### src/hw/ucf_pkg.sv
// ucf_pkg: constants shared by the serial port clock and frame core
// Function
// - four clock modes; sync mode select picks asynchronous or synchronous
// - in sync mode, clock direction output means master, input means slave
// - divisor counter counts down, reloads at zero or low write, pulses per zero
// - transmit bit rate is baud pulses over 16, 8 or 2 by mode
// - receiver uses baud pulses directly with 2, 8 or 16 states per bit
// - divisor is 12 bits split over high and low registers
// - double speed acts only in async; software keeps it clear in sync
// - double speed receiver counts 8 baud pulses per bit instead of 16, sampling once
// - slave clock is synchronised and edge detected; keep below clock over 4
// - in sync mode receive samples on the edge opposite transmit change
// - polarity clear: change on rising, sample falling; set swaps the edges
// - transfer clock pin is driven or used only in synchronous mode
// - all 30 frames: start, 5 to 9 data, no/even/odd parity, 1 or 2 stops
// - frame order: start, data LSB first, optional parity, stop bits
// - start bit low, stop bits high, line idles high between frames
// - transmitter and receiver share size and parity settings; the stop setting is used by the transmitter only
// - receiver checks only first stop bit; frame error when it is zero
// - parity is XOR of data for even, inverted XOR for odd
// - receiver reports frame error, overrun and parity error
// - one transmit buffer word for gapless frames; two-deep receive buffer
// - parity enable bit set inserts parity between last data and first stop
package ucf_pkg;
	// register byte addresses
	localparam logic [4:0] ADR_DATA = 5'h00;
	localparam logic [4:0] ADR_LINE = 5'h04;
	localparam logic [4:0] ADR_ENAB = 5'h08;
	localparam logic [4:0] ADR_FRAME = 5'h0c;
	localparam logic [4:0] ADR_DIVL = 5'h10;
	localparam logic [4:0] ADR_DIVH = 5'h14;
	// line status fields
	localparam int LS_RXC = 7;
	localparam int LS_TXC = 6;
	localparam int LS_EMPTY = 5;
	localparam int LS_FE = 4;
	localparam int LS_DOR = 3;
	localparam int LS_PE = 2;
	localparam int LS_DBL = 1;
	// enable control fields
	localparam int EN_PRR = 7;
	localparam int EN_DIR = 5;
	localparam int EN_RX = 4;
	localparam int EN_TX = 3;
	localparam int EN_CSZ2 = 2;
	localparam int EN_RX8 = 1;
	localparam int EN_TX8 = 0;
	// frame control fields
	localparam int FC_SYNC = 6;
	localparam int FC_PM_HI = 5;
	localparam int FC_PM_LO = 4;
	localparam int FC_SBS = 3;
	localparam int FC_CSZ_HI = 2;
	localparam int FC_CSZ_LO = 1;
	localparam int FC_POL = 0;
	// reset values and widths
	localparam int DIV_W = 12;
	localparam logic [DIV_W-1:0] DIV_RST = 12'h000;
	localparam logic [2:0] CSZ_RST = 3'h3;
	localparam logic [2:0] CSZ_NINE = 3'h7;
	// oversampling: last count and half-bit count per mode
	localparam logic [3:0] OS_NORM_LAST = 4'hf;
	localparam logic [3:0] OS_NORM_HALF = 4'h7;
	localparam logic [3:0] OS_DBL_LAST = 4'h7;
	localparam logic [3:0] OS_DBL_HALF = 4'h3;
	localparam logic [3:0] DATA_MAX = 4'h9;

	// data bits per frame from the char size field
	function automatic logic [3:0] ucf_nbits(input logic [2:0] csz);
		logic [3:0] n;
		n = 4'h8;
		if (csz == CSZ_NINE) begin
			n = 4'h9;
		end else if (csz[2] == 1'b0) begin
			n = {2'b01, csz[1:0]} + 4'h1;
		end
		return n;
	endfunction : ucf_nbits
endpackage : ucf_pkg

### src/hw/ucf_clk_if.sv
// ucf_clk_if: clock strobes passed between the core and its clock helpers
`timescale 1ns/10ps
interface ucf_clk_if;
	logic [11:0] divisor;
	logic reload;
	logic baud_tick;
	logic xck_rise;
	logic xck_fall;
	modport core (output divisor, output reload, input baud_tick, input xck_rise,
		input xck_fall);
	modport gen (input divisor, input reload, output baud_tick);
	modport sync (output xck_rise, output xck_fall);
endinterface : ucf_clk_if

### src/hw/ucf_core.sv
// ucf_core: serial port core with wishbone registers, transmitter, receiver
`timescale 1ns/10ps
module ucf_core (
	// clock and reset
	input wire logic clk_i,
	input wire logic rst_i,
	// wishbone slave
	input wire logic cyc_i,
	input wire logic stb_i,
	input wire logic we_i,
	input wire logic [4:0] adr_i,
	input wire logic [3:0] sel_i,
	input wire logic [31:0] dat_i,
	output logic [31:0] dat_o,
	output logic ack_o,
	// serial pins
	input wire logic serial_in_pin_i,
	output logic serial_out_pin_o,
	input wire logic transfer_clock_pin_i,
	output logic transfer_clock_pin_o,
	output logic transfer_clock_pin_oe_o
);
	import ucf_pkg::*;

	typedef struct packed {
		logic ack;
		logic [7:0] dat;
		logic reload;
		logic [DIV_W-1:0] div;
		logic dbl;
		logic prr;
		logic dir;
		logic rxen;
		logic txen;
		logic [2:0] csz;
		logic tx8;
		logic sync;
		logic [1:0] pm;
		logic sbs;
		logic pol;
		logic [8:0] txb;
		logic txb_v;
		logic txc;
		logic tx_busy;
		logic [12:0] tx_sh;
		logic [3:0] tx_cnt;
		logic [3:0] tx_pre;
		logic xck;
		logic rx_busy;
		logic [3:0] rx_os;
		logic [3:0] rx_idx;
		logic [8:0] rx_sh;
		logic rx_par;
		logic [1:0][10:0] fifo;
		logic [1:0] f_cnt;
		logic f_rd;
		logic dor;
	} ucf_core_s;
	ucf_core_s s_q, s_d;

	ucf_clk_if cif ();

	ucf_baud_gen u_baud (
		.clk_i(clk_i),
		.rst_i(rst_i),
		.cif(cif.gen)
	);

	ucf_xck_sync u_xsync (
		.clk_i(clk_i),
		.rst_i(rst_i),
		.xck_i(transfer_clock_pin_i),
		.cif(cif.sync)
	);

	// whole frame image, start bit in bit 0
	function automatic logic [12:0] ucf_frame(input logic [8:0] d, input logic [3:0] n,
			input logic [1:0] pm);
		logic [12:0] f;
		logic p;
		f = '1;
		f[0] = 1'b0;
		p = pm[0];
		for (int i = 0; i < 9; i++) begin
			if (4'(i) < n) begin
				f[i+1] = d[i];
				p = p ^ d[i];
			end
		end
		if (pm[1]) begin
			f[n+4'h1] = p;
		end
		return f;
	endfunction : ucf_frame

	logic [3:0] nbits;
	logic pen;
	logic master;
	logic e_rise;
	logic e_fall;
	logic chg;
	logic smp;
	logic tx_bit;
	logic rx_smp;
	logic req;
	logic acc;
	logic wr;
	logic [10:0] head;
	logic [7:0] rdata;
	logic run_tx;
	logic run_rx;

	// shared frame settings and mode decode
	assign nbits = ucf_nbits(s_q.csz);
	assign pen = s_q.pm[1];
	assign master = s_q.sync & s_q.dir;
	assign run_tx = s_q.txen & ~s_q.prr;
	assign run_rx = s_q.rxen & ~s_q.prr;
	assign head = s_q.fifo[s_q.f_rd];

	// clock edges: own clock in master, pin edges in slave
	always_comb begin
		if (master) begin
			e_rise = cif.baud_tick & ~s_q.xck;
			e_fall = cif.baud_tick & s_q.xck;
		end else begin
			e_rise = s_q.sync & cif.xck_rise;
			e_fall = s_q.sync & cif.xck_fall;
		end
	end
	assign chg = s_q.pol ? e_fall : e_rise;
	assign smp = s_q.pol ? e_rise : e_fall;

	// transmit bit strobe per mode
	assign tx_bit = s_q.sync ? chg : (cif.baud_tick &&
		s_q.tx_pre == (s_q.dbl ? OS_DBL_LAST : OS_NORM_LAST));
	// receive sample strobe per mode
	assign rx_smp = s_q.rx_busy & (s_q.sync ? smp :
		(cif.baud_tick && s_q.rx_os == 4'h0));

	// bus decode
	assign req = cyc_i & stb_i;
	assign acc = req & s_q.ack;
	assign wr = acc & we_i & sel_i[0];
	assign ack_o = s_q.ack;
	assign dat_o = {24'h000000, s_q.dat};
	assign cif.divisor = s_q.div;
	assign cif.reload = s_q.reload;

	// pins
	assign serial_out_pin_o = s_q.tx_sh[0];
	assign transfer_clock_pin_o = s_q.xck;
	assign transfer_clock_pin_oe_o = master & ~s_q.prr;

	// read mux
	always_comb begin
		rdata = 8'h00;
		case (adr_i)
			ADR_DATA: rdata = head[7:0];
			ADR_LINE: begin
				rdata[LS_RXC] = (s_q.f_cnt != 2'h0);
				rdata[LS_TXC] = s_q.txc;
				rdata[LS_EMPTY] = ~s_q.txb_v;
				rdata[LS_FE] = head[9];
				rdata[LS_DOR] = s_q.dor;
				rdata[LS_PE] = head[10];
				rdata[LS_DBL] = s_q.dbl;
			end
			ADR_ENAB: begin
				rdata[EN_PRR] = s_q.prr;
				rdata[EN_DIR] = s_q.dir;
				rdata[EN_RX] = s_q.rxen;
				rdata[EN_TX] = s_q.txen;
				rdata[EN_CSZ2] = s_q.csz[2];
				rdata[EN_RX8] = head[8];
				rdata[EN_TX8] = s_q.tx8;
			end
			ADR_FRAME: begin
				rdata[FC_SYNC] = s_q.sync;
				rdata[FC_PM_HI:FC_PM_LO] = s_q.pm;
				rdata[FC_SBS] = s_q.sbs;
				rdata[FC_CSZ_HI:FC_CSZ_LO] = s_q.csz[1:0];
				rdata[FC_POL] = s_q.pol;
			end
			ADR_DIVL: rdata = s_q.div[7:0];
			ADR_DIVH: rdata = {4'h0, s_q.div[11:8]};
			default: rdata = 8'h00;
		endcase
	end

	// next state
	always_comb begin
		logic [10:0] ent;
		logic push;
		ent = '0;
		push = 1'b0;
		s_d = s_q;

		// bus handshake, one wait cycle then ack
		s_d.ack = req & ~s_q.ack;
		s_d.reload = 1'b0;
		if (req && !s_q.ack) begin
			s_d.dat = rdata;
		end

		// register writes
		if (wr) begin
			case (adr_i)
				ADR_DATA: begin
					s_d.txb = {s_q.tx8, dat_i[7:0]};
					s_d.txb_v = 1'b1;
				end
				ADR_LINE: begin
					if (dat_i[LS_TXC]) begin
						s_d.txc = 1'b0;
					end
					s_d.dbl = dat_i[LS_DBL];
				end
				ADR_ENAB: begin
					s_d.prr = dat_i[EN_PRR];
					s_d.dir = dat_i[EN_DIR];
					s_d.rxen = dat_i[EN_RX];
					s_d.txen = dat_i[EN_TX];
					s_d.csz[2] = dat_i[EN_CSZ2];
					s_d.tx8 = dat_i[EN_TX8];
				end
				ADR_FRAME: begin
					s_d.sync = dat_i[FC_SYNC];
					s_d.pm = dat_i[FC_PM_HI:FC_PM_LO];
					s_d.sbs = dat_i[FC_SBS];
					s_d.csz[1:0] = dat_i[FC_CSZ_HI:FC_CSZ_LO];
					s_d.pol = dat_i[FC_POL];
				end
				ADR_DIVL: begin
					s_d.div[7:0] = dat_i[7:0];
					s_d.reload = 1'b1;
				end
				ADR_DIVH: s_d.div[11:8] = dat_i[3:0];
				default: ;
			endcase
		end

		// data read pops the receive buffer, clears overrun
		if (acc && !we_i && adr_i == ADR_DATA && s_q.f_cnt != 2'h0) begin
			s_d.f_cnt = s_q.f_cnt - 2'h1;
			s_d.f_rd = ~s_q.f_rd;
			s_d.dor = 1'b0;
		end

		// internal transfer clock, toggled per baud pulse while the pin is driven;
		// it holds otherwise so the pin never moves while undriven
		if (master && !s_q.prr) begin
			s_d.xck = s_q.xck ^ cif.baud_tick;
		end


		// transmit prescaler
		if (s_q.sync || !run_tx) begin
			s_d.tx_pre = 4'h0;
		end else if (cif.baud_tick) begin
			s_d.tx_pre = tx_bit ? 4'h0 : s_q.tx_pre + 4'h1;
		end

		// transmit shifter
		if (!run_tx) begin
			s_d.tx_busy = 1'b0;
			s_d.tx_sh = '1;
		end else if (tx_bit) begin
			if (s_q.tx_busy && s_q.tx_cnt > 4'h1) begin
				s_d.tx_sh = {1'b1, s_q.tx_sh[12:1]};
				s_d.tx_cnt = s_q.tx_cnt - 4'h1;
			end else if (s_q.txb_v) begin
				s_d.tx_sh = ucf_frame(s_q.txb, nbits, s_q.pm);
				s_d.tx_cnt = nbits + 4'h2 + {3'h0, pen} + {3'h0, s_q.sbs};
				s_d.tx_busy = 1'b1;
				s_d.txb_v = wr && adr_i == ADR_DATA;
			end else if (s_q.tx_busy) begin
				s_d.tx_busy = 1'b0;
				s_d.tx_sh = '1;
				s_d.txc = 1'b1;
			end
		end

		// receiver
		if (!run_rx) begin
			s_d.rx_busy = 1'b0;
		end else if (!s_q.rx_busy) begin
			if (s_q.sync && smp && !serial_in_pin_i) begin
				s_d.rx_busy = 1'b1;
				s_d.rx_idx = 4'h1;
				s_d.rx_par = 1'b0;
			end else if (!s_q.sync && cif.baud_tick && !serial_in_pin_i) begin
				s_d.rx_busy = 1'b1;
				s_d.rx_idx = 4'h0;
				s_d.rx_par = 1'b0;
				s_d.rx_os = s_q.dbl ? OS_DBL_HALF : OS_NORM_HALF;
			end
		end else if (rx_smp) begin
			s_d.rx_os = s_q.dbl ? OS_DBL_LAST : OS_NORM_LAST;
			if (s_q.rx_idx == 4'h0) begin
				s_d.rx_busy = ~serial_in_pin_i;
				s_d.rx_idx = 4'h1;
			end else if (s_q.rx_idx <= nbits) begin
				s_d.rx_sh = {serial_in_pin_i, s_q.rx_sh[8:1]};
				s_d.rx_par = s_q.rx_par ^ serial_in_pin_i;
				s_d.rx_idx = s_q.rx_idx + 4'h1;
			end else if (pen && s_q.rx_idx == nbits + 4'h1) begin
				s_d.rx_par = s_q.rx_par ^ serial_in_pin_i;
				s_d.rx_idx = s_q.rx_idx + 4'h1;
			end else begin
				// first stop bit ends the frame, second is never checked
				s_d.rx_busy = 1'b0;
				push = 1'b1;
				ent[8:0] = s_q.rx_sh >> (DATA_MAX - nbits);
				ent[9] = ~serial_in_pin_i;
				ent[10] = pen & (s_q.rx_par ^ s_q.pm[0]);
			end
		end else if (!s_q.sync && cif.baud_tick) begin
			s_d.rx_os = s_q.rx_os - 4'h1;
		end

		// two-deep receive buffer, overrun when full
		if (push) begin
			if (s_d.f_cnt == 2'h2) begin
				s_d.dor = 1'b1;
			end else begin
				s_d.fifo[s_d.f_rd ^ s_d.f_cnt[0]] = ent;
				s_d.f_cnt = s_d.f_cnt + 2'h1;
			end
		end
	end

	always_ff @(posedge clk_i) begin
		if (rst_i) begin
			s_q <= '0;
			s_q.csz <= CSZ_RST;
			s_q.div <= DIV_RST;
			s_q.tx_sh <= '1;
		end else begin
			s_q <= s_d;
		end
	end
endmodule : ucf_core

### src/hw/ucf_baud_gen.sv
// ucf_baud_gen: programmable down-counter producing the baud pulse
`timescale 1ns/10ps
module ucf_baud_gen (
	// clock and reset
	input wire logic clk_i,
	input wire logic rst_i,
	// strobes
	ucf_clk_if.gen cif
);
	import ucf_pkg::*;
	typedef struct packed {
		logic [DIV_W-1:0] cnt;
	} ucf_bg_s;
	ucf_bg_s s_q, s_d;

	// one pulse per zero count
	assign cif.baud_tick = (s_q.cnt == '0);

	// count down, reload at zero or on low-byte write
	always_comb begin
		s_d = s_q;
		if (cif.reload || s_q.cnt == '0) begin
			s_d.cnt = cif.divisor;
		end else begin
			s_d.cnt = s_q.cnt - 12'h001;
		end
	end

	always_ff @(posedge clk_i) begin
		if (rst_i) begin
			s_q <= '0;
		end else begin
			s_q <= s_d;
		end
	end
endmodule : ucf_baud_gen

### src/hw/ucf_xck_sync.sv
// ucf_xck_sync: synchroniser and edge detector for the external transfer clock
`timescale 1ns/10ps
module ucf_xck_sync (
	// clock and reset
	input wire logic clk_i,
	input wire logic rst_i,
	// pin and strobes
	input wire logic xck_i,
	ucf_clk_if.sync cif
);
	typedef struct packed {
		logic s1;
		logic s2;
		logic s3;
	} ucf_xs_s;
	ucf_xs_s s_q, s_d;

	// edges from the settled stages only
	assign cif.xck_rise = s_q.s2 & ~s_q.s3;
	assign cif.xck_fall = ~s_q.s2 & s_q.s3;

	// shift chain
	always_comb begin
		s_d = s_q;
		s_d.s1 = xck_i;
		s_d.s2 = s_q.s1;
		s_d.s3 = s_q.s2;
	end

	always_ff @(posedge clk_i) begin
		if (rst_i) begin
			s_q <= '0;
		end else begin
			s_q <= s_d;
		end
	end
endmodule : ucf_xck_sync

### config.mk
export PLATFORM = sky130hd
export DESIGN_NAME = ucf_core
export DESIGN_NICKNAME = d
export VERILOG_FILES = /design/src/hw/ucf_pkg.sv /design/src/hw/ucf_clk_if.sv /design/src/hw/ucf_core.sv /design/src/hw/ucf_baud_gen.sv /design/src/hw/ucf_xck_sync.sv
export SDC_FILE = /design/constraint.sdc
export NUM_CORES = 1
export LEC_CHECK = 0
export CAP_MARGIN = 20
export CORE_UTILIZATION = 40
export CTS_BUF_LIST = sky130_fd_sc_hd__clkbuf_16
export CTS_CLUSTER_DIAMETER = 60
export CTS_CLUSTER_SIZE = 40
export DETAILED_ROUTE_END_ITERATION = 10
export DONT_BUFFER_PORTS = 1
export HOLD_SLACK_MARGIN = 0.02
export PLACE_DENSITY = 0.66
export SLEW_MARGIN = 10
export SYNTH_ARGS = -nofsm -noshare
export SYNTH_HDL_FRONTEND = slang
export SYNTH_SLANG_ARGS = --single-unit
### constraint.sdc
create_clock -name clk_i -period 4 [get_ports clk_i]
set_input_delay 0.8 -clock clk_i [delete_from_list [all_inputs] [get_ports clk_i]]
set_output_delay 0.8 -clock clk_i [all_outputs]
set_load 0.05 [all_outputs]
==> flow_metrics.py <==
metrics = {
    "status": {
        "outcome": "complete, but fails checks",
        "violations": "DRC",
    },
    "die": {
        "initial_utilization_pct": 41.07,
        "ios": 84,
        "core_area_mm2": 0.01809,
        "rows": 49,
        "die_x_um": 138.3,
        "die_h_um": 138.3,
        "die-area_mm2": 0.01912,
    },
    "global_routing": {
        "gr-total-overflow": 0,
        "grt_pass1_vias": 5511,
        "grt_start_max_net_pins": 112,
        "track_usage_pct": 19.04,
        "antenna_found_initial": 0,
        "grt_pass1_wl_um": 28720,
    },
    "run": {
        "timing.max_cap.violations": 0,
    },
    "yosys": {
        "syn_inst": 855,
        "avgSynthCellArea_um2": 8.687,
        "synth_edf_count": 0,
        "synth-seq-cells": 130,
        "synth_async_sr_flop_share_pct": 0,
        "syn_area_mm2": 0.007427,
        "yosysUniqueCellTypes": 81,
        "yosysSeqAreaShare_pct": 35.04,
        "ys_warn_count": 0,
        "synthFlopType": "dfxtp_1",
    },
    "cells_and_area": {
        "syn2layout_area_growth_pct": 7.901,
        "nFillCells": 1739,
        "layout.nets": 907,
        "final_cell_mix": "150 x nor2_1, 130 x dfxtp_1, 91 x mux2i_1",
        "utilization_pct": 44.31,
        "final_common_cell": "nor2_1",
        "diodes": 0,
        "drive_gt1_share_pct": 9.145,
        "final_cells": 1071,
    },
    "placement": {
        "numPlacedInstances": 1040,
        "dp_hpwl_um": 12240,
        "io_buffer_count": 0,
        "gp_congestion": 0.8702,
    },
    "worst_setup_path": {
        "crit_path_end_kind": "flip-flop",
        "critPathKind": "flip-flop to flip-flop",
        "worstPathMaxFanout": 7,
        "start_kind": "flip-flop",
        "crit_required_ps": 4360,
        "crit_arrival_ps": 4090,
    },
    "power": {
        "combPwrFrac_pct": 13.9,
        "power_frac_seq_pct": 42.5,
        "power.density_mw_per_mm2": 413.8,
        "clockPowerShare_pct": 43.7,
        "p_int_w": 0.002376,
        "power.total_w": 0.003316,
        "p_sw_share_pct": 28.35,
        "vdd_drop_max_v": 0.0003039,
        "power.switching_w": 0.0009401,
        "p_leak_nw": 3.154,
    },
    "routing": {
        "ant_nets": 0,
        "drt-pass1-iter-count": 10,
        "via_count": 5903,
        "detail_route.iter0.violations": 380,
        "drc": 8,
        "wire_per_inst_um": 16.40,
        "viasPerCell": 5.512,
        "drt_wl_total_um": 17570,
    },
    "clocking": {
        "cts_root_buf": "clkbuf_16",
        "numCtsBuffers": 17,
        "postCtsSetupBuffers": 0,
        "clockBufferDepth": 2,
        "clk_pin_slew_ps": 60,
        "postCtsHoldBufs": 0,
        "htreeDepth": 4,
        "cts.sinks": 130,
        "cts_tree": "built",
        "clkLatencyLatePin_ps": 430,
    },
    "timing": {
        "finalSetupViolCount": 0,
        "hold-worst-slack_ps": 433.8,
        "rsz0062_at_grt": "no",
        "hold_viol_final": 0,
        "tightest_slew_ps": 1002,
        "slew_viol_final": 0,
        "finalWorstPathRequiredPeriod_ps": 3731,
        "finClkSkew_ps": 7.128,
        "fmax_mhz": 268.0,
        "tns_ps": 0,
        "slew_headroom_pct": 32.92,
        "period_share_pct": 93.27,
    },
    "worst_hold_path": {
        "hold_class": "flip-flop to flip-flop",
    },
}
## Yosys cell counts (4+ instances only)
master | number | share of area, %
xnor2_1 | 13 | 1.5
inv_1 | 31 | 1.6
a21oi_1 | 42 | 2.8
clkbuf_1 | 39 | 2.0
a31oi_1 | 8 | 0.67
nand3_1 | 20 | 1.3
nor3_1 | 27 | 1.8
nor2b_1 | 7 | 0.59
a211o_1 | 4 | 0.47
or4_1 | 5 | 0.51
mux2_2 | 8 | 1.2
a211oi_1 | 17 | 1.7
o21ai_0 | 20 | 1.3
or3_1 | 4 | 0.34
o31ai_1 | 9 | 0.91
nand4_1 | 9 | 0.76
nand2_1 | 35 | 1.8
dfxtp_1 | 130 | 35
nand2b_1 | 9 | 0.76
xor2_1 | 14 | 1.7
nor4_1 | 6 | 0.51
mux2i_1 | 91 | 12
mux4_2 | 8 | 2.4
buf_4 | 33 | 3.3
nor2_1 | 150 | 7.6
o22ai_1 | 6 | 0.51
a221oi_1 | 4 | 0.47
ha_1 | 28 | 4.7
## logic make-up after synthesis
kind of cell / Yosys count / synth area share (%)
simple gates: 303 / 20.10
flops: 130 / 35.04
fa+ha+maj: 29 / 4.987
compound gates: 146 / 13.11
buf+inv: 111 / 7.328
other cells: 1 / 0.05049
mux: 107 / 15.90
xor+xnor: 28 / 3.487
## power groups by stage
stage,Sequential [W],Clock [W],Combinational [W]
final,0.00141,0.00145,0.000460
after global routing,0.00141,0.00152,0.000515
after CTS,0.00141,0.00147,0.000466
after detailed placement,0.00144,0,0.000458
after global placement,0.00144,0,0.000455
after floorplan,0.00141,0,0.000443
## area by class of cell
cell class | instances | area [µm²] | share of cell area, %
Inverter | 33 | 123.9 | 1.546
Tap cell | 229 | 286.5 | 3.575
Timing Repair Buffer | 11 | 82.58 | 1.030
Multi-Input combinational cell | 637 | 4375 | 54.60
Clock buffer | 17 | 425.4 | 5.308
Clock inverter | 14 | 117.6 | 1.468
Sequential cell | 130 | 2603 | 32.47
## routing by layer
metal | share of wire [%] | up-vias | GRT usage, %
met5 | 0 | - | 0
met4 | 1.8 | 0 | 7.392
met1 | 47 | 2787 | 25.69
met3 | 4.9 | 27 | 4.226
li1 | - | 2938 | -
met2 | 46 | 151 | 29.65
## registers in the layout, summed over array words and instances, names as in the netlist, 2 cells and up
name / count
s_q: 90
cif.divisor: 12
u_baud.s_q: 12
dat_o: 8
u_xsync.s_d: 2
## critical path: stages, from the launching register on
cell and delay, ps:
dfxtp_1 440, ha_2 290, and2_0 260, nor2_2 60, inv_1 120, ha_1 270
inv_1 70, ha_1 390, xnor2_1 170, nor4_1 240, a31o_2 300, or4b_4 520
or4_1 470, o21ai_1 80
## final timing paths
| kind | from | endpoint | slack (ps) | depth (start not counted) |
|---|---|---|---|---|
| hold / removal | u_xsync.s_d[1] | u_xsync.s_d[0] | 430 | 1 |
| setup / recovery | s_q[85] | s_q[39] | 270 | 13 |
| hold reg to reg | u_xsync.s_d[1] | u_xsync.s_d[0] | 430 | 1 |
| setup reg to reg | s_q[85] | s_q[39] | 270 | 13 |
## through the flow
step	instance area [µm²]	worst slack [ps]
6_report	8014	269.2
5_1_grt	8014	9.968
4_1_cts	8011	267.3
3_5_place_dp	7468	234.7
3_3_place_gp	7468	242.2
2_1_floorplan	7513	105.9
## timing repair
action | CTS | global route
hold endpoints to repair | 0 | 0
endpoints found under the setup margin | 0 | 1
resized for setup | 0 | 1
Power figures use the tool's default switching activity.
